## src/inc/scc_cfg.svh

```systemverilog
`ifndef SCC_CFG_SVH
`define SCC_CFG_SVH

// register indices; byte address is four times the index
`define SCC_IDX_S0_CTRL 7'h51
`define SCC_IDX_S0_MODE 7'h52
`define SCC_IDX_S0_BAUD 7'h53
`define SCC_IDX_S1_BUF 7'h54
`define SCC_IDX_S1_CTRL 7'h55
`define SCC_IDX_S1_MODE 7'h56
`define SCC_IDX_S1_BAUD 7'h57
`define SCC_IDX_ODE 7'h58
`define SCC_IDX_INT_STAT 7'h59
`define SCC_IDX_INT_MASK 7'h5A

// control register bits
`define SCC_B_RX9 7
`define SCC_B_EVEN 6
`define SCC_B_PEN 5
`define SCC_B_OVR 4
`define SCC_B_PER 3
`define SCC_B_FER 2
`define SCC_B_EDGE 1
`define SCC_B_PINSRC 0
// mode register bits and fields
`define SCC_B_TX9 7
`define SCC_B_CTS 6
`define SCC_B_RXEN 5
`define SCC_B_WAKE 4
`define SCC_F_FRAME 3:2
`define SCC_F_CLKSRC 1:0
// baud register fields
`define SCC_F_PRESC 5:4
`define SCC_F_DIV 3:0

// interrupt status layout, four bits per channel
`define SCC_IRQ_PER_CH 4
`define SCC_IRQ_RX 0
`define SCC_IRQ_OVR 1
`define SCC_IRQ_PER 2
`define SCC_IRQ_FER 3

// reset value of every register
`define SCC_RST_REG 8'h00

// prescaler tap masks for fc/4, fc/16, fc/64, fc/256
`define SCC_PRE_MASK_4 8'h03
`define SCC_PRE_MASK_16 8'h0F
`define SCC_PRE_MASK_64 8'h3F
`define SCC_PRE_MASK_256 8'hFF

`endif

```

## src/inc/scc_pkg.sv

```systemverilog
package scc_pkg;

    // frame type codes in field order
    typedef enum logic [1:0] {
        SCC_FR_SHIFT,
        SCC_FR_UART7,
        SCC_FR_UART8,
        SCC_FR_UART9
    } scc_frame_t;

    // shift clock source codes in field order
    typedef enum logic [1:0] {
        SCC_CK_TIMER,
        SCC_CK_BAUD,
        SCC_CK_INT,
        SCC_CK_NONE
    } scc_clk_src_t;

    // register state of one channel
    typedef struct packed {
        logic rx9;
        logic even;
        logic pen;
        logic ovr;
        logic per;
        logic fer;
        logic edge_sel;
        logic pin_src;
        logic tx9;
        logic cts_en;
        logic rx_en;
        logic wake_en;
        scc_frame_t frame;
        scc_clk_src_t clk_src;
        logic [1:0] presc;
        logic [3:0] div;
    } scc_chan_regs_t;

    // receive result reported by a shifter, pulses for one cycle
    typedef struct packed {
        logic done;
        logic [8:0] data;
        logic ovr;
        logic per;
        logic fer;
    } scc_rx_event_t;

    // configuration handed to a shifter
    typedef struct packed {
        scc_frame_t frame;
        logic even;
        logic pen;
        logic tx9;
        logic cts_en;
        logic rx_en;
        logic wake_en;
        logic pin_clk;
        logic shift_tick;
    } scc_chan_cfg_t;

    // whole state of the top module
    typedef struct packed {
        scc_chan_regs_t [1:0] ch;
        logic [7:0] rx_buf1;
        logic [7:0] tx_buf1;
        logic tx_load1;
        logic [1:0] open_drain_ctrl;
        logic [7:0] int_stat;
        logic [7:0] int_mask;
        logic ack;
        logic [7:0] rdata;
        logic [1:0] sclk_meta;
        logic [1:0] sclk_sync;
        logic [1:0] sclk_prev;
        logic [1:0] sclk_tgl;
        logic [1:0] shift_tick;
        logic [1:0] txd_out;
        logic [1:0] txd_oe_n;
    } scc_top_state_t;

endpackage : scc_pkg

```

## src/hdl/scc_baud_gen.sv

```systemverilog
`timescale 1ns/10ps
`include "scc_cfg.svh"

module scc_baud_gen import scc_pkg::*; #(
    parameter int DIV_W = 4
) (
    // clock and reset
    input wire logic ref_clk_in,
    input wire logic reset_in,
    // setup
    input wire logic [1:0] presc_in,
    input wire logic [DIV_W-1:0] div_in,
    // one-cycle baud tick
    output logic tick_out
);

    // the divisor counter must hold the documented 0..F range at least
    generate
        if (DIV_W < 4 || DIV_W > 8) begin : g_bad_width
            $error("scc_baud_gen: DIV_W must be 4 to 8");
        end
    endgenerate

    typedef struct packed {
        logic [7:0] pre;
        logic [DIV_W-1:0] cnt;
        logic tick;
    } scc_baud_state_t;

    scc_baud_state_t st_ff;
    scc_baud_state_t nxt_st;

    // tap mask of the free running prescaler
    function automatic logic [7:0] pre_mask(input logic [1:0] sel);
        logic [7:0] m;
        m = `SCC_PRE_MASK_4;
        case (sel)
            2'h0: m = `SCC_PRE_MASK_4;
            2'h1: m = `SCC_PRE_MASK_16;
            2'h2: m = `SCC_PRE_MASK_64;
            default: m = `SCC_PRE_MASK_256;
        endcase
        return m;
    endfunction : pre_mask

    // prescaler then divisor; a divisor of zero divides by the full range
    always_comb begin
        nxt_st = st_ff;
        nxt_st.pre = st_ff.pre + 8'h01;
        nxt_st.tick = 1'b0;
        if ((st_ff.pre & pre_mask(presc_in)) == pre_mask(presc_in)) begin
            // >= recovers at once when software shrinks the divisor
            if (st_ff.cnt >= DIV_W'(div_in - 1'b1)) begin
                nxt_st.cnt = '0;
                nxt_st.tick = 1'b1;
            end else begin
                nxt_st.cnt = st_ff.cnt + 1'b1;
            end
        end
    end

    always_ff @(posedge ref_clk_in) begin
        if (reset_in) begin
            st_ff <= '0;
        end else begin
            st_ff <= nxt_st;
        end
    end

    assign tick_out = st_ff.tick;
endmodule : scc_baud_gen

```

## src/hdl/scc_serial_cfg.sv

```systemverilog
`timescale 1ns/10ps
`include "scc_cfg.svh"

module scc_serial_cfg import scc_pkg::*; (
    // clock and reset
    input wire logic ref_clk_in,
    input wire logic reset_in,
    // avalon-mm register slave, byte address
    input wire logic [8:0] avs_address_in,
    input wire logic avs_read_in,
    input wire logic avs_write_in,
    input wire logic [31:0] avs_writedata_in,
    input wire logic [3:0] avs_byteenable_in,
    output logic [31:0] avs_readdata_out,
    output logic avs_waitrequest_out,
    // receive results from the two shifters
    input wire scc_rx_event_t [1:0] rx_event_in,
    // timer zero output trigger, same clock
    input wire logic timer_zero_output_in,
    // serial data from the two transmit shifters
    input wire logic [1:0] txd_in,
    // channel one transmit buffer
    output logic [7:0] tx_data_out,
    output logic tx_load_out,
    // configuration of both channels
    output scc_chan_cfg_t [1:0] chan_cfg_out,
    // serial clock pins
    input wire logic [1:0] serial_clock_pin_in,
    output logic [1:0] serial_clock_pin_out,
    output logic [1:0] serial_clock_pin_oe_n_out,
    // serial data pins
    output logic [1:0] txd_pin_out,
    output logic [1:0] txd_pin_oe_n_out,
    // interrupt
    output logic irq_out
);

    localparam logic [6:0] CTRL_IDX [2] = '{`SCC_IDX_S0_CTRL,
        `SCC_IDX_S1_CTRL};
    localparam logic [6:0] MODE_IDX [2] = '{`SCC_IDX_S0_MODE,
        `SCC_IDX_S1_MODE};
    localparam logic [6:0] BAUD_IDX [2] = '{`SCC_IDX_S0_BAUD,
        `SCC_IDX_S1_BAUD};

    scc_top_state_t st_ff;
    scc_top_state_t nxt_st;

    logic [6:0] idx;
    logic [7:0] wd;
    logic req;
    logic acc;
    logic wr_acc;
    logic rd_acc;
    logic [1:0] baud_tick;

    // bus decode; only the low byte lane carries register data
    assign idx = avs_address_in[8:2];
    assign wd = avs_writedata_in[7:0];
    assign req = avs_read_in | avs_write_in;
    assign acc = req & st_ff.ack;
    assign wr_acc = acc & avs_write_in & avs_byteenable_in[0];
    assign rd_acc = acc & avs_read_in;
    assign avs_waitrequest_out = req & ~st_ff.ack;

    // one baud generator per channel
    genvar gc;
    generate
        for (gc = 0; gc < 2; gc++) begin : g_baud
            scc_baud_gen #(
                .DIV_W(4)
            ) u_baud (
                .ref_clk_in(ref_clk_in),
                .reset_in(reset_in),
                .presc_in(st_ff.ch[gc].presc),
                .div_in(st_ff.ch[gc].div),
                .tick_out(baud_tick[gc])
            );
        end
    endgenerate

    // control byte: ninth bit, parity, error flags, clock pin setup
    function automatic logic [7:0] ctrl_byte(input scc_chan_regs_t r);
        logic [7:0] v;
        v = `SCC_RST_REG;
        v[`SCC_B_RX9] = r.rx9;
        v[`SCC_B_EVEN] = r.even;
        v[`SCC_B_PEN] = r.pen;
        v[`SCC_B_OVR] = r.ovr;
        v[`SCC_B_PER] = r.per;
        v[`SCC_B_FER] = r.fer;
        v[`SCC_B_EDGE] = r.edge_sel;
        v[`SCC_B_PINSRC] = r.pin_src;
        return v;
    endfunction : ctrl_byte

    // mode byte: ninth transmit bit, enables, frame and clock source
    function automatic logic [7:0] mode_byte(input scc_chan_regs_t r);
        logic [7:0] v;
        v = `SCC_RST_REG;
        v[`SCC_B_TX9] = r.tx9;
        v[`SCC_B_CTS] = r.cts_en;
        v[`SCC_B_RXEN] = r.rx_en;
        v[`SCC_B_WAKE] = r.wake_en;
        v[`SCC_F_FRAME] = r.frame;
        v[`SCC_F_CLKSRC] = r.clk_src;
        return v;
    endfunction : mode_byte

    // baud byte; bits above the prescaler field read as zero
    function automatic logic [7:0] baud_byte(input scc_chan_regs_t r);
        logic [7:0] v;
        v = `SCC_RST_REG;
        v[`SCC_F_PRESC] = r.presc;
        v[`SCC_F_DIV] = r.div;
        return v;
    endfunction : baud_byte

    // read mux; unmapped indices answer zero
    function automatic logic [7:0] rd_reg(input logic [6:0] i,
        input scc_top_state_t s);
        logic [7:0] v;
        v = `SCC_RST_REG;
        case (i)
            `SCC_IDX_S0_CTRL: v = ctrl_byte(s.ch[0]);
            `SCC_IDX_S0_MODE: v = mode_byte(s.ch[0]);
            `SCC_IDX_S0_BAUD: v = baud_byte(s.ch[0]);
            `SCC_IDX_S1_BUF: v = s.rx_buf1;
            `SCC_IDX_S1_CTRL: v = ctrl_byte(s.ch[1]);
            `SCC_IDX_S1_MODE: v = mode_byte(s.ch[1]);
            `SCC_IDX_S1_BAUD: v = baud_byte(s.ch[1]);
            `SCC_IDX_ODE: v = {6'h00, s.open_drain_ctrl};
            `SCC_IDX_INT_STAT: v = s.int_stat;
            `SCC_IDX_INT_MASK: v = s.int_mask;
            default: v = `SCC_RST_REG;
        endcase
        return v;
    endfunction : rd_reg

    // next state of registers, pins and bus answer
    always_comb begin
        logic pin_edge;
        logic src_tick;
        pin_edge = 1'b0;
        src_tick = 1'b0;
        nxt_st = st_ff;

        // bus: wait one cycle, then answer; data is captured meanwhile
        nxt_st.ack = req & ~st_ff.ack;
        if (req && !st_ff.ack) begin
            nxt_st.rdata = rd_reg(idx, st_ff);
        end

        // channel one buffer and shared registers
        nxt_st.tx_load1 = 1'b0;
        if (wr_acc && idx == `SCC_IDX_S1_BUF) begin
            nxt_st.tx_buf1 = wd;
            nxt_st.tx_load1 = 1'b1;
        end
        if (wr_acc && idx == `SCC_IDX_ODE) begin
            nxt_st.open_drain_ctrl = wd[1:0];
        end
        if (wr_acc && idx == `SCC_IDX_INT_MASK) begin
            nxt_st.int_mask = wd;
        end
        // write one to clear; the event sets below come later and win
        if (wr_acc && idx == `SCC_IDX_INT_STAT) begin
            nxt_st.int_stat = st_ff.int_stat & ~wd;
        end
        if (rx_event_in[1].done) begin
            nxt_st.rx_buf1 = rx_event_in[1].data[7:0];
        end

        for (int c = 0; c < 2; c++) begin
            // read of control clears the error flags
            if (rd_acc && idx == CTRL_IDX[c]) begin
                nxt_st.ch[c].ovr = 1'b0;
                nxt_st.ch[c].per = 1'b0;
                nxt_st.ch[c].fer = 1'b0;
            end
            if (wr_acc && idx == CTRL_IDX[c]) begin
                nxt_st.ch[c].even = wd[`SCC_B_EVEN];
                nxt_st.ch[c].pen = wd[`SCC_B_PEN];
                nxt_st.ch[c].edge_sel = wd[`SCC_B_EDGE];
                nxt_st.ch[c].pin_src = wd[`SCC_B_PINSRC];
            end
            if (wr_acc && idx == MODE_IDX[c]) begin
                nxt_st.ch[c].tx9 = wd[`SCC_B_TX9];
                // channel one has no flow control, the bit stays zero
                nxt_st.ch[c].cts_en = (c == 0) ? wd[`SCC_B_CTS] : 1'b0;
                nxt_st.ch[c].rx_en = wd[`SCC_B_RXEN];
                nxt_st.ch[c].wake_en = wd[`SCC_B_WAKE];
                nxt_st.ch[c].frame = scc_frame_t'(wd[`SCC_F_FRAME]);
                nxt_st.ch[c].clk_src = scc_clk_src_t'(wd[`SCC_F_CLKSRC]);
            end
            if (wr_acc && idx == BAUD_IDX[c]) begin
                nxt_st.ch[c].presc = wd[`SCC_F_PRESC];
                nxt_st.ch[c].div = wd[`SCC_F_DIV];
            end

            // receive events; a set in the clearing cycle wins
            if (rx_event_in[c].done) begin
                nxt_st.ch[c].rx9 = rx_event_in[c].data[8];
                nxt_st.int_stat[`SCC_IRQ_PER_CH * c + `SCC_IRQ_RX] = 1'b1;
            end
            if (rx_event_in[c].ovr) begin
                nxt_st.ch[c].ovr = 1'b1;
                nxt_st.int_stat[`SCC_IRQ_PER_CH * c + `SCC_IRQ_OVR] = 1'b1;
            end
            if (rx_event_in[c].per) begin
                nxt_st.ch[c].per = 1'b1;
                nxt_st.int_stat[`SCC_IRQ_PER_CH * c + `SCC_IRQ_PER] = 1'b1;
            end
            if (rx_event_in[c].fer) begin
                nxt_st.ch[c].fer = 1'b1;
                nxt_st.int_stat[`SCC_IRQ_PER_CH * c + `SCC_IRQ_FER] = 1'b1;
            end

            // clock pin synchroniser; edges are found between the second and third stages
            nxt_st.sclk_meta[c] = serial_clock_pin_in[c];
            nxt_st.sclk_sync[c] = st_ff.sclk_meta[c];
            nxt_st.sclk_prev[c] = st_ff.sclk_sync[c];
            if (st_ff.ch[c].edge_sel) begin
                pin_edge = st_ff.sclk_prev[c] & ~st_ff.sclk_sync[c];
            end else begin
                pin_edge = ~st_ff.sclk_prev[c] & st_ff.sclk_sync[c];
            end

            // internal source runs every cycle; code 11 gives no clock
            case (st_ff.ch[c].clk_src)
                SCC_CK_TIMER: src_tick = timer_zero_output_in;
                SCC_CK_BAUD: src_tick = baud_tick[c];
                SCC_CK_INT: src_tick = 1'b1;
                default: src_tick = 1'b0;
            endcase

            // pin-driven clock overrides the internal sources
            nxt_st.shift_tick[c] = st_ff.ch[c].pin_src ? pin_edge
                : src_tick;
            if (!st_ff.ch[c].pin_src && src_tick) begin
                nxt_st.sclk_tgl[c] = ~st_ff.sclk_tgl[c];
            end

            // open drain drives low only and releases for a one
            if (st_ff.open_drain_ctrl[c]) begin
                nxt_st.txd_out[c] = 1'b0;
                nxt_st.txd_oe_n[c] = txd_in[c];
            end else begin
                nxt_st.txd_out[c] = txd_in[c];
                nxt_st.txd_oe_n[c] = 1'b0;
            end
        end
    end

    // every field resets to zero; buffers need no other value
    always_ff @(posedge ref_clk_in) begin
        if (reset_in) begin
            st_ff <= '0;
        end else begin
            st_ff <= nxt_st;
        end
    end

    // outputs all come from the state register
    assign avs_readdata_out = {24'h000000, st_ff.rdata};
    assign tx_data_out = st_ff.tx_buf1;
    assign tx_load_out = st_ff.tx_load1;
    assign serial_clock_pin_out = st_ff.sclk_tgl;
    assign serial_clock_pin_oe_n_out = {st_ff.ch[1].pin_src,
        st_ff.ch[0].pin_src};
    assign txd_pin_out = st_ff.txd_out;
    assign txd_pin_oe_n_out = st_ff.txd_oe_n;
    assign irq_out = |(st_ff.int_stat & st_ff.int_mask);

    // per-channel configuration for the shifters
    always_comb begin
        for (int c = 0; c < 2; c++) begin
            chan_cfg_out[c].frame = st_ff.ch[c].frame;
            chan_cfg_out[c].even = st_ff.ch[c].even;
            chan_cfg_out[c].pen = st_ff.ch[c].pen;
            chan_cfg_out[c].tx9 = st_ff.ch[c].tx9;
            chan_cfg_out[c].cts_en = st_ff.ch[c].cts_en;
            chan_cfg_out[c].rx_en = st_ff.ch[c].rx_en;
            chan_cfg_out[c].wake_en = st_ff.ch[c].wake_en;
            chan_cfg_out[c].pin_clk = st_ff.ch[c].pin_src;
            chan_cfg_out[c].shift_tick = st_ff.shift_tick[c];
        end
    end
endmodule : scc_serial_cfg

```

## config.mk

```make
export PLATFORM = sky130hd
export DESIGN_NAME = scc_serial_cfg
export DESIGN_NICKNAME = d
export VERILOG_FILES = /design/src/inc/scc_pkg.sv /design/src/hdl/scc_baud_gen.sv /design/src/hdl/scc_serial_cfg.sv
export VERILOG_INCLUDE_DIRS = /design/src /design/src/inc
export SDC_FILE = /design/constraint.sdc
export NUM_CORES = 1
export LEC_CHECK = 0
export ABC_AREA = 1
export BUFFER_PORTS_ARGS = -buffer_cell sky130_fd_sc_hd__buf_2
export CAP_MARGIN = 20
export CORE_ASPECT_RATIO = 0.5
export CORE_MARGIN = 3
export CORE_UTILIZATION = 40
export DETAILED_ROUTE_END_ITERATION = 16
export HOLD_SLACK_MARGIN = 0.06
export PLACE_DENSITY = 0.66
export RECOVER_POWER = 25
export SETUP_SLACK_MARGIN = 0.1
export SLEW_MARGIN = 20
export SYNTH_ARGS = -nofsm -noshare
export SYNTH_HDL_FRONTEND = slang
export SYNTH_SLANG_ARGS = --single-unit
```

## constraint.sdc

```tcl
create_clock -name ref_clk_in -period 3.4 [get_ports ref_clk_in]
set_input_delay 0.34 -clock ref_clk_in [delete_from_list [all_inputs] [get_ports ref_clk_in]]
set_output_delay 0.34 -clock ref_clk_in [all_outputs]
set_load 0.005 [all_outputs]
```

==> results.cfg, run 1 <==
[run_status]
status = complete, but fails checks
violations = capacitance limit, slew limit

[synthesis]
syn_avg_cell_area_um2 = 7.32
synthDistinctLibCells = 33
ys_seq_area_share_pct = 41.2
synthTopCellsByArea = dfxtp_1 (41%), buf_4 (8.4%), a21oi_1 (7.9%)
post-synth-top-count-cell = dfxtp_1
yosys-top-cells-count = dfxtp_1 (127), nand2_1 (117), a21oi_1 (98)
ys_seq_elements = 127
synth_area_leader_cell = dfxtp_1
synthesis.area_um2 = 6170
synth_edf_count = 0
synth_ff_type = dfxtp_1
synthArstFlopShare_pct = 0
yosys_warnings = 0
synth_top_area_share_pct = 41.2
syn-instance-count = 843

[final_layout]
n_antenna_cell = 0
drive_gt1_share_pct = 16.3
fillCellCount = 1479
final_net_count = 974
syn_to_final_growth_pct = 12.2

[clock_network]
clock-root-buffer = clkbuf_16
htree_num_levels = 4
cts_tree = done
cts_setup_buffers = 0
clk_latency_ps = 420
numCtsBuffers = 17
clockBufferDepth = 2
clk_pin_slew_ps = 50
cts.sink_count = 127
holdBufCountCts = 0
ctsResizeCount = 0

[sta]
fin_skew_ps = 7.80
final_max_slew_viol_count = 58
finalSetupViolations = 0
fmax_mhz = 414
worst_pin_slew_ps = 2620
hold_violations = 0
tns_ps = 0
min_period_ps = 2420
max_slew_margin_pct = -74.7
rsz0062_at_grt = no
finalCritPeriodShare_pct = 71.1
hold_slack_ps = 127

[floorplanning]
io_pins = 151
die-area_um2 = 17000
start_util_pct = 41.8
coreArea_um2 = 14800
placementRows = 31
dieHeight_um = 93.8
die_x_um = 182

[power]
netSwitchingPower_mw = 0.852
internal_power_mw = 2.82
p_total_mw = 3.67
p_leak_nw = 2.99
irDropWorstVdd_mv = 0.315
seqPwrFrac_pct = 42.2
p_clk_share_pct = 52.1
swShare_pct = 23.2
combPwrFrac_pct = 5.6
powerDensity_nw_per_um2 = 530

[setup_path]
cp.arrival_ps = 2720
path_class = primary input to register
start_kind = primary input
cp-end-kind = register
crit_fanout = 57
required_ps = 3710

[detailed_routing]
vias_per_cell = 4.87
drt-pass1-iter-count = 7
ant_nets = 0
drc_errors = 0
wl_per_cell_um = 14.3
drt-total-wl_um = 15600
drt-initial-drc-count = 533
num_vias = 5313

[placement]
port_buffers = 88
gp_congestion = 0.924
dp.final_hpwl_um = 10900

[worst_hold_path]
min_path_type = primary input to register

[global_route]
grt_max_degree = 65
grt_pass1_wl_um = 24800
gr-usage-all-layers_pct = 18.3
first_global_vias = 4828
antenna_found_initial = 1
grt-ovfl-total = 0

[run]
maxCapViolCount = 1
==> cell families (layout without fill, tap and decap cells) <==
group           Yosys count  after routing  synth area share [%]
fa+ha+maj                14             14                  2.84
other cells               1             25                0.0608
buf+inv                 194            220                  16.7
simple gates            314            314                  22.4
xor+xnor                 13             13                  1.85
flops                   127            127                  41.2
compound gates          180            180                  15.0
==> final timing paths <==
check / startpoint / endpoint / slack (ps) / depth (start not counted)
hold reg to reg: nxt_st[11] / nxt_st[9] / 400 / 2
setup / recovery: reset_in / g_baud[1].u_baud.st_ff[12] / 980 / 5
setup reg to reg: st_ff[22] / chan_cfg_out[19] / 1400 / 5
hold / removal: serial_clock_pin_in[1] / nxt_st[11] / 130 / 3
==> worst max-delay path: stages <==
cell	delay, ps
buf_2	90
clkbuf_1	1840
a21oi_1	150
a21oi_1	240
nor2_1	50
==> power groups by stage <==
stage	sequential [mW]	combinational, mW	clock (mW)
detailed placement	1.58	0.205	0
global placement	1.58	0.199	0
floorplan	1.58	0.159	0
finish	1.55	0.206	1.91
CTS	1.55	0.206	1.94
global route	1.55	0.234	2.01
==> layer usage <==
layer | part of all wire (%) | vias to the layer above | global-route usage, %
li1 | - | 2703 | -
met1 | 45 | 2426 | 24.8
met2 | 47 | 165 | 29.4
met3 | 6.6 | 19 | 3.71
met4 | 1.3 | 0 | 5.89
met5 | 0 | - | 0
==> cells in the final DEF (no fill, tap or decap), types with 3 or more instances in the layout <==
master and count:
inv_1 87, clkinv_2 3, o21ai_0 59, dfxtp_1 127
buf_4 3, clkbuf_16 17, nor2_2 5, nor2_1 87
bufinv_16 4, nand2_1 117, o21ai_1 14, nand3_1 79
a21oi_1 98, clkinvlp_4 4, clkbuf_1 7, ha_1 14
nor2_4 6, buf_2 83, conb_1 25, nand2_2 6
xnor2_1 7, inv_2 7, xor2_1 6, nor3_1 9
==> final cells by class <==
class                      instances  area, µm²  area share [%]
clock buffer                      18        429            6.20
sequential                       127       2540            36.7
tap                              198        248            3.58
inverter                          96        360            5.21
multi-input combinational        546       2690            38.9
timing repair buffer              92        460            6.65
clock inverter                    14        191            2.77
==> sequential cells by signal (all words and copies together) (netlist names), 4 cells and up <==
| name | flops |
|---|---|
| avs_readdata_out | 8 |
| g_baud.u_baud.st_ff | 24 |
| tx_data_out | 8 |
| st_ff | 55 |
| chan_cfg_out | 19 |
| nxt_st | 4 |
==> stage by stage <==
stage | cell area [µm²] | cells | worst slack (ps) | utilization [%]
2_1_floorplan | 6260 | 867 | 1760 | -
3_3_place_gp | 6310 | 1059 | 1270 | 42.7
4_1_cts | 6930 | 1091 | 1400 | 46.9
6_report | 6920 | 1091 | 983 | 46.8
5_1_grt | 6920 | 1091 | 688 | 46.8
3_5_place_dp | 6310 | 1059 | 1250 | 42.7
Power figures use the tool's default switching activity.
==> run 2, diff against run 1 <==
==> constraint.sdc (replaced) <==
create_clock -name ref_clk_in -period 2.5 [get_ports ref_clk_in]
set_input_delay 0.25 -clock ref_clk_in [delete_from_list [all_inputs] [get_ports ref_clk_in]]
set_output_delay 0.25 -clock ref_clk_in [all_outputs]
set_load 0.005 [all_outputs]
==> run 2 against run 1 <==
Effect of this change:
- the run now ends clean
- clock skew increased by 6.1 ps
- final cell count up 0.37%
- final area increased by 0.51%
- wire length shrank 1.8%
- via count barely moved
- combinational power is 38% higher
- count of clock-buffer cells in the layout is 4 higher
- power is 35% higher
- sequential power increased by 36%
- die area unchanged
- core utilization grew 0.24 points
==> results.cfg, run 2 (synthesized netlist as in run 1, its figures left out) <==
[run_status]
status = complete, no violations

[global_route]
grt_max_degree = 65
first_global_vias = 4747
use_met1_pct = 24.4
grt_pass1_wl_um = 24500
gr-usage-all-layers_pct = 18.1
antenna_found_initial = 0
grt-ovfl-total = 0
met2_usage_pct = 29.5
grtUsageMet3_pct = 4.37
busiest_layer = met2

[clock_network]
clockBufferDepth = 2
cts_tree = done
clk_pin_slew_ps = 60
clock-root-buffer = clkbuf_16
ctsResizeCount = 0
clk_latency_ps = 420
htree_num_levels = 4
cts.sink_count = 127
numCtsBuffers = 17

[setup_path]
cp-end-kind = register
path_class = register to register
crit_fanout = 4
start_kind = register
cp.arrival_ps = 2290
required_ps = 2840
rrSetupSlack_ps = 550

[detailed_routing]
vias_per_cell = 4.85
drt-initial-drc-count = 360
drt-pass1-iter-count = 5
drt-total-wl_um = 15300
num_vias = 5311
ant_nets = 0
wl_per_cell_um = 14.0
drc_errors = 0

[final_layout]
largest_register_ffs = 55
final_net_count = 978
multiInputGateArea_um2 = 2690
mostFrequentLayoutCells = dfxtp_1 (127), nand2_1 (117), a21oi_1 (98), inv_1 (87), nor2_1 (87)
register_area_um2 = 2540
drive_gt1_share_pct = 16.1
syn_to_final_growth_pct = 12.7
n_antenna_cell = 0
regMostFlops = st_ff
instances_no_fill = 1095
fillCellCount = 1479
final_util_pct = 47.1
final_common_cell = dfxtp_1

[placement]
place_inst = 1060
port_buffers = 88
gp_congestion = 0.920
dp.final_hpwl_um = 11000

[sta]
worst_pin_slew_ps = 1200
rsz0062_at_grt = no
tns_ps = 0
hold_violations = 0
min_period_ps = 1950
fmax_mhz = 513
finalSetupViolations = 0
fin_skew_ps = 13.9
final_max_slew_viol_count = 0
finalCritPeriodShare_pct = 77.9
max_slew_margin_pct = 20.0

[power]
irDropWorstVdd_mv = 0.546
powerDensity_nw_per_um2 = 712
p_total_mw = 4.96
p_leak_nw = 3.01

[floorplanning]
start_util_pct = 41.8
die-area_um2 = 17000
die_x_um = 182
coreArea_um2 = 14800
placementRows = 31
io_pins = 151
dieHeight_um = 93.8

[run]
maxCapViolCount = 0

[worst_hold_path]
min_path_type = primary input to register
## run 2: cell count changes in the layout (fill, tap and decap cells not counted), sizes merged
| cell | change |
|---|---|
| dlygate4sd3 | +3 |
| clkinv | -1 |
| clkbuf | +5 |
| inv | -1 |
| clkinvlp | -2 |
## run 2: final timing paths
path              startpoint                        end  depth (start not counted)
max                st_ff[58]  g_baud[0].u_baud.st_ff[1]                          8
min          rx_event_in[17]                  st_ff[51]                          3
max reg2reg        st_ff[58]  g_baud[0].u_baud.st_ff[1]                          8
min reg2reg       nxt_st[10]                  nxt_st[8]                          2
## run 2: repair_timing
action / in CTS / in global routing
hold endpoints to repair: 3 / 0
hold buffers: 3 / 0
setup buffers: 0 / 0
## run 2: through the flow
step                hold WS (ps)  area (µm²)  setup slack (ps)
global placement             395        6330               682
finish                      70.7        6960               552
CTS                         60.2        6970               572
detailed placement           393        6330               581
floorplan                    357        6260               857
global route                72.6        6960               376
## run 2: power by group
group / leakage (nW) / switching [mW] / internal, mW
registers: 1.03 / 0.0325 / 2.08
clock network: 0.288 / 0.895 / 1.67
logic: 1.68 / 0.191 / 0.0936
## run 2: area by class of cell
class | count | share of cell area [%]
Multi-Input combinational cell | 546 | 38.7
Timing Repair Buffer | 96 | 7.32
Sequential cell | 127 | 36.5
Tap cell | 198 | 3.56
Clock buffer | 22 | 6.38
Inverter | 96 | 5.18
Clock inverter | 10 | 2.34
## run 2: per-layer routing
layer | part of all wire [%] | up-vias
met5 | 0 | -
met1 | 46 | 2424
met3 | 6.0 | 17
met4 | 1.1 | 0
met2 | 46 | 145
li1 | - | 2725
## run 2: worst max-delay path, stage by stage (launching register included)
cell     delay (ps)
dfxtp_1         330
inv_1            90
ha_1            310
ha_1            290
a21oi_1         150
o21ai_0          80
o21ai_0         260
nand2_1         170
a21oi_1         200
==> run 3, diff against run 2 <==
--- a/config.mk
+++ b/config.mk
@@ -14,7 +14,7 @@
 export CORE_UTILIZATION = 40
 export DETAILED_ROUTE_END_ITERATION = 16
 export HOLD_SLACK_MARGIN = 0.06
-export PLACE_DENSITY = 0.66
+export PLACE_DENSITY = 0.68
 export RECOVER_POWER = 25
 export SETUP_SLACK_MARGIN = 0.1
 export SLEW_MARGIN = 20
==> constraint.sdc (replaced) <==
create_clock -name ref_clk_in -period 1.7 [get_ports ref_clk_in]
set_input_delay 0.17 -clock ref_clk_in [delete_from_list [all_inputs] [get_ports ref_clk_in]]
set_output_delay 0.17 -clock ref_clk_in [all_outputs]
set_load 0.005 [all_outputs]
==> run 3 against run 2 <==
Effect of this change:
- non-clock buffer count grew 34
- final cell count up 3.1%
- power grew 45%
- count of clock-buffer cells in the layout down 3
- fmax up 20%
- core utilization increased by 3.3 points
- hold slack improved by 2.8 ps
- largest cell class unchanged
==> results.cfg, run 3 (synthesized netlist as in run 1, its figures left out) <==
[power]
powerDensity_nw_per_um2 = 966
p_leak_nw = 3.21
irDropWorstVdd_mv = 0.645
p_total_mw = 7.19

[detailed_routing]
drt-pass1-iter-count = 5
ant_nets = 0
num_vias = 5556
drc_errors = 0
drt-initial-drc-count = 307
wl_per_cell_um = 14.5
vias_per_cell = 4.92
drt-total-wl_um = 16300

[setup_path]
r2r-end = g_baud[0].u_baud.st_ff[1]
path_class = register to register
worstPathBufferInverterCount = 1
cpLargestDelayFamily = compound AO/OA/AOI/OAI gates
rr_worst_depth = 9
r2r-start = st_ff[59]
cp-end-kind = register
max_stage_delay_ps = 330
crit_fanout = 4
path_cells = inv_4 -> nand3_2 -> xor2_1 -> ha_1 -> a21oi_2 -> o21ai_1 -> o21ai_1 -> nand2_2 -> a21oi_1
critPathSlowestCell = dfxtp_2
start_kind = register
crit_top_cell = o21ai_1
required_ps = 2050
cp.arrival_ps = 1980
rrSetupSlack_ps = 70

[sta]
min_period_ps = 1630
hold_violations = 0
worst_pin_slew_ps = 502
finalCritPeriodShare_pct = 95.8
finalSetupViolations = 0
rsz0062_at_grt = yes
max_slew_margin_pct = 66.5
final_max_slew_viol_count = 0
fin_skew_ps = 4.41
fin_ws_ps = 71.6
fmax_mhz = 614

[clock_network]
htree_num_levels = 4
clk_latency_ps = 420
cts.sink_count = 127
cts_tree = done
numCtsBuffers = 17
clock-root-buffer = clkbuf_16
clk_pin_slew_ps = 60
clockBufferDepth = 2

[final_layout]
instances_no_fill = 1129
final_net_count = 1012
final_common_cell = dfxtp_1
mostFrequentLayoutCells = dfxtp_1 (121), nand2_1 (114), a21oi_1 (96), nor2_1 (86), buf_2 (85)
fillCellCount = 1403
n_antenna_cell = 0
syn_to_final_growth_pct = 20.6
drive_gt1_share_pct = 21.5
regMostFlops = st_ff
largest_register_ffs = 55

[floorplanning]
start_util_pct = 41.8
die-area_um2 = 17000
dieHeight_um = 93.8
io_pins = 151
placementRows = 31
coreArea_um2 = 14800
die_x_um = 182

[placement]
place_inst = 1067
preCtsSetupSlack_ps = -53.0
gp_congestion = 0.932
port_buffers = 88
dp.final_hpwl_um = 11200

[global_route]
grt_pass1_wl_um = 25900
gr-usage-all-layers_pct = 19.0
first_global_vias = 5189
grt-ovfl-total = 0
antenna_found_initial = 1
grt_max_degree = 65

[worst_hold_path]
min_path_type = primary input to register
min_from = rx_event_in[14]
min_delay_worst_endpoint = st_ff[97]
whs_path_depth = 3

[run_status]
status = complete, no violations

[run]
maxCapViolCount = 0
run 3: cell types whose count changed in the layout (fill, tap and decap cells not counted), sizes merged:
cell and delta:
clkinvlp +3, clkbuf -6, bufinv -2, dlygate4sd3 +17
buf +20, inv +2
run 3: per-stage QoR:
stage                     hold slack (ps)  util (%)  TNS [ps]  instance area [µm²]
after CTS                            61.2      49.6         0                 7340
after floorplan                       277         -         0                 6260
after global placement                372      43.4         0                 6410
after global routing                 90.7      50.4     -76.2                 7440
final                                73.5      50.4         0                 7440
after detailed placement              380      43.4      -193                 6410
run 3: what timing repair did:
| action | CTS | global route |
|---|---|---|
| resized for setup | 27 | 18 |
| hold buffers | 20 | 0 |
| endpoints found under the hold margin | 26 | 0 |
| setup endpoints to repair | 14 | 40 |
| setup buffers | 6 | 4 |
| pin swaps | 19 | 13 |
run 3: report_power, final:
| group | switching (mW) | leakage (nW) | internal [mW] | total (mW) |
|---|---|---|---|---|
| sequential | 0.0530 | 1.04 | 3.05 | 3.11 |
| clock | 1.37 | 0.277 | 2.23 | 3.60 |
| combinational | 0.301 | 1.90 | 0.182 | 0.484 |
| total | 1.72 | 3.21 | 5.47 | 7.19 |
run 3: routing by layer:
metal	GRT usage [%]	part of all wire, %
met1	24.0	44
met2	32.6	47
met4	6.27	2.4
met3	4.10	6.2
met5	0	0
run 3: area by class of cell:
class	count	area [µm²]	area share [%]
flip-flops and latches	127	2550	34.3
clock inverters	13	139	1.87
inverters	96	373	5.01
repair buffers	130	848	11.4
multi-input cells	546	2830	38.1
clock buffers	19	453	6.08
well taps	198	248	3.33
run 3: worst max path at each step:
stage | slack (ps) | to | depth (start not counted) | start
global placement | 10 | g_baud[0].u_baud.st_ff[2] | 8 | st_ff[58]
detailed placement | -50 | g_baud[0].u_baud.st_ff[2] | 8 | st_ff[58]
global route | -40 | g_baud[0].u_baud.st_ff[2] | 9 | st_ff[58]
CTS | 10 | g_baud[0].u_baud.st_ff[2] | 9 | st_ff[59]
floorplan | 110 | g_baud[0].u_baud.st_ff[2] | 8 | st_ff[58]
finish | 70 | g_baud[0].u_baud.st_ff[1] | 9 | st_ff[59]
run 3: worst reg2reg max path, stage by stage, from the launching register on:
cell     delay [ps]
dfxtp_2         330
inv_4            70
nand3_2          80
xor2_1          150
ha_1            320
a21oi_2         120
o21ai_1          70
o21ai_1         200
nand2_2         110
a21oi_1         120
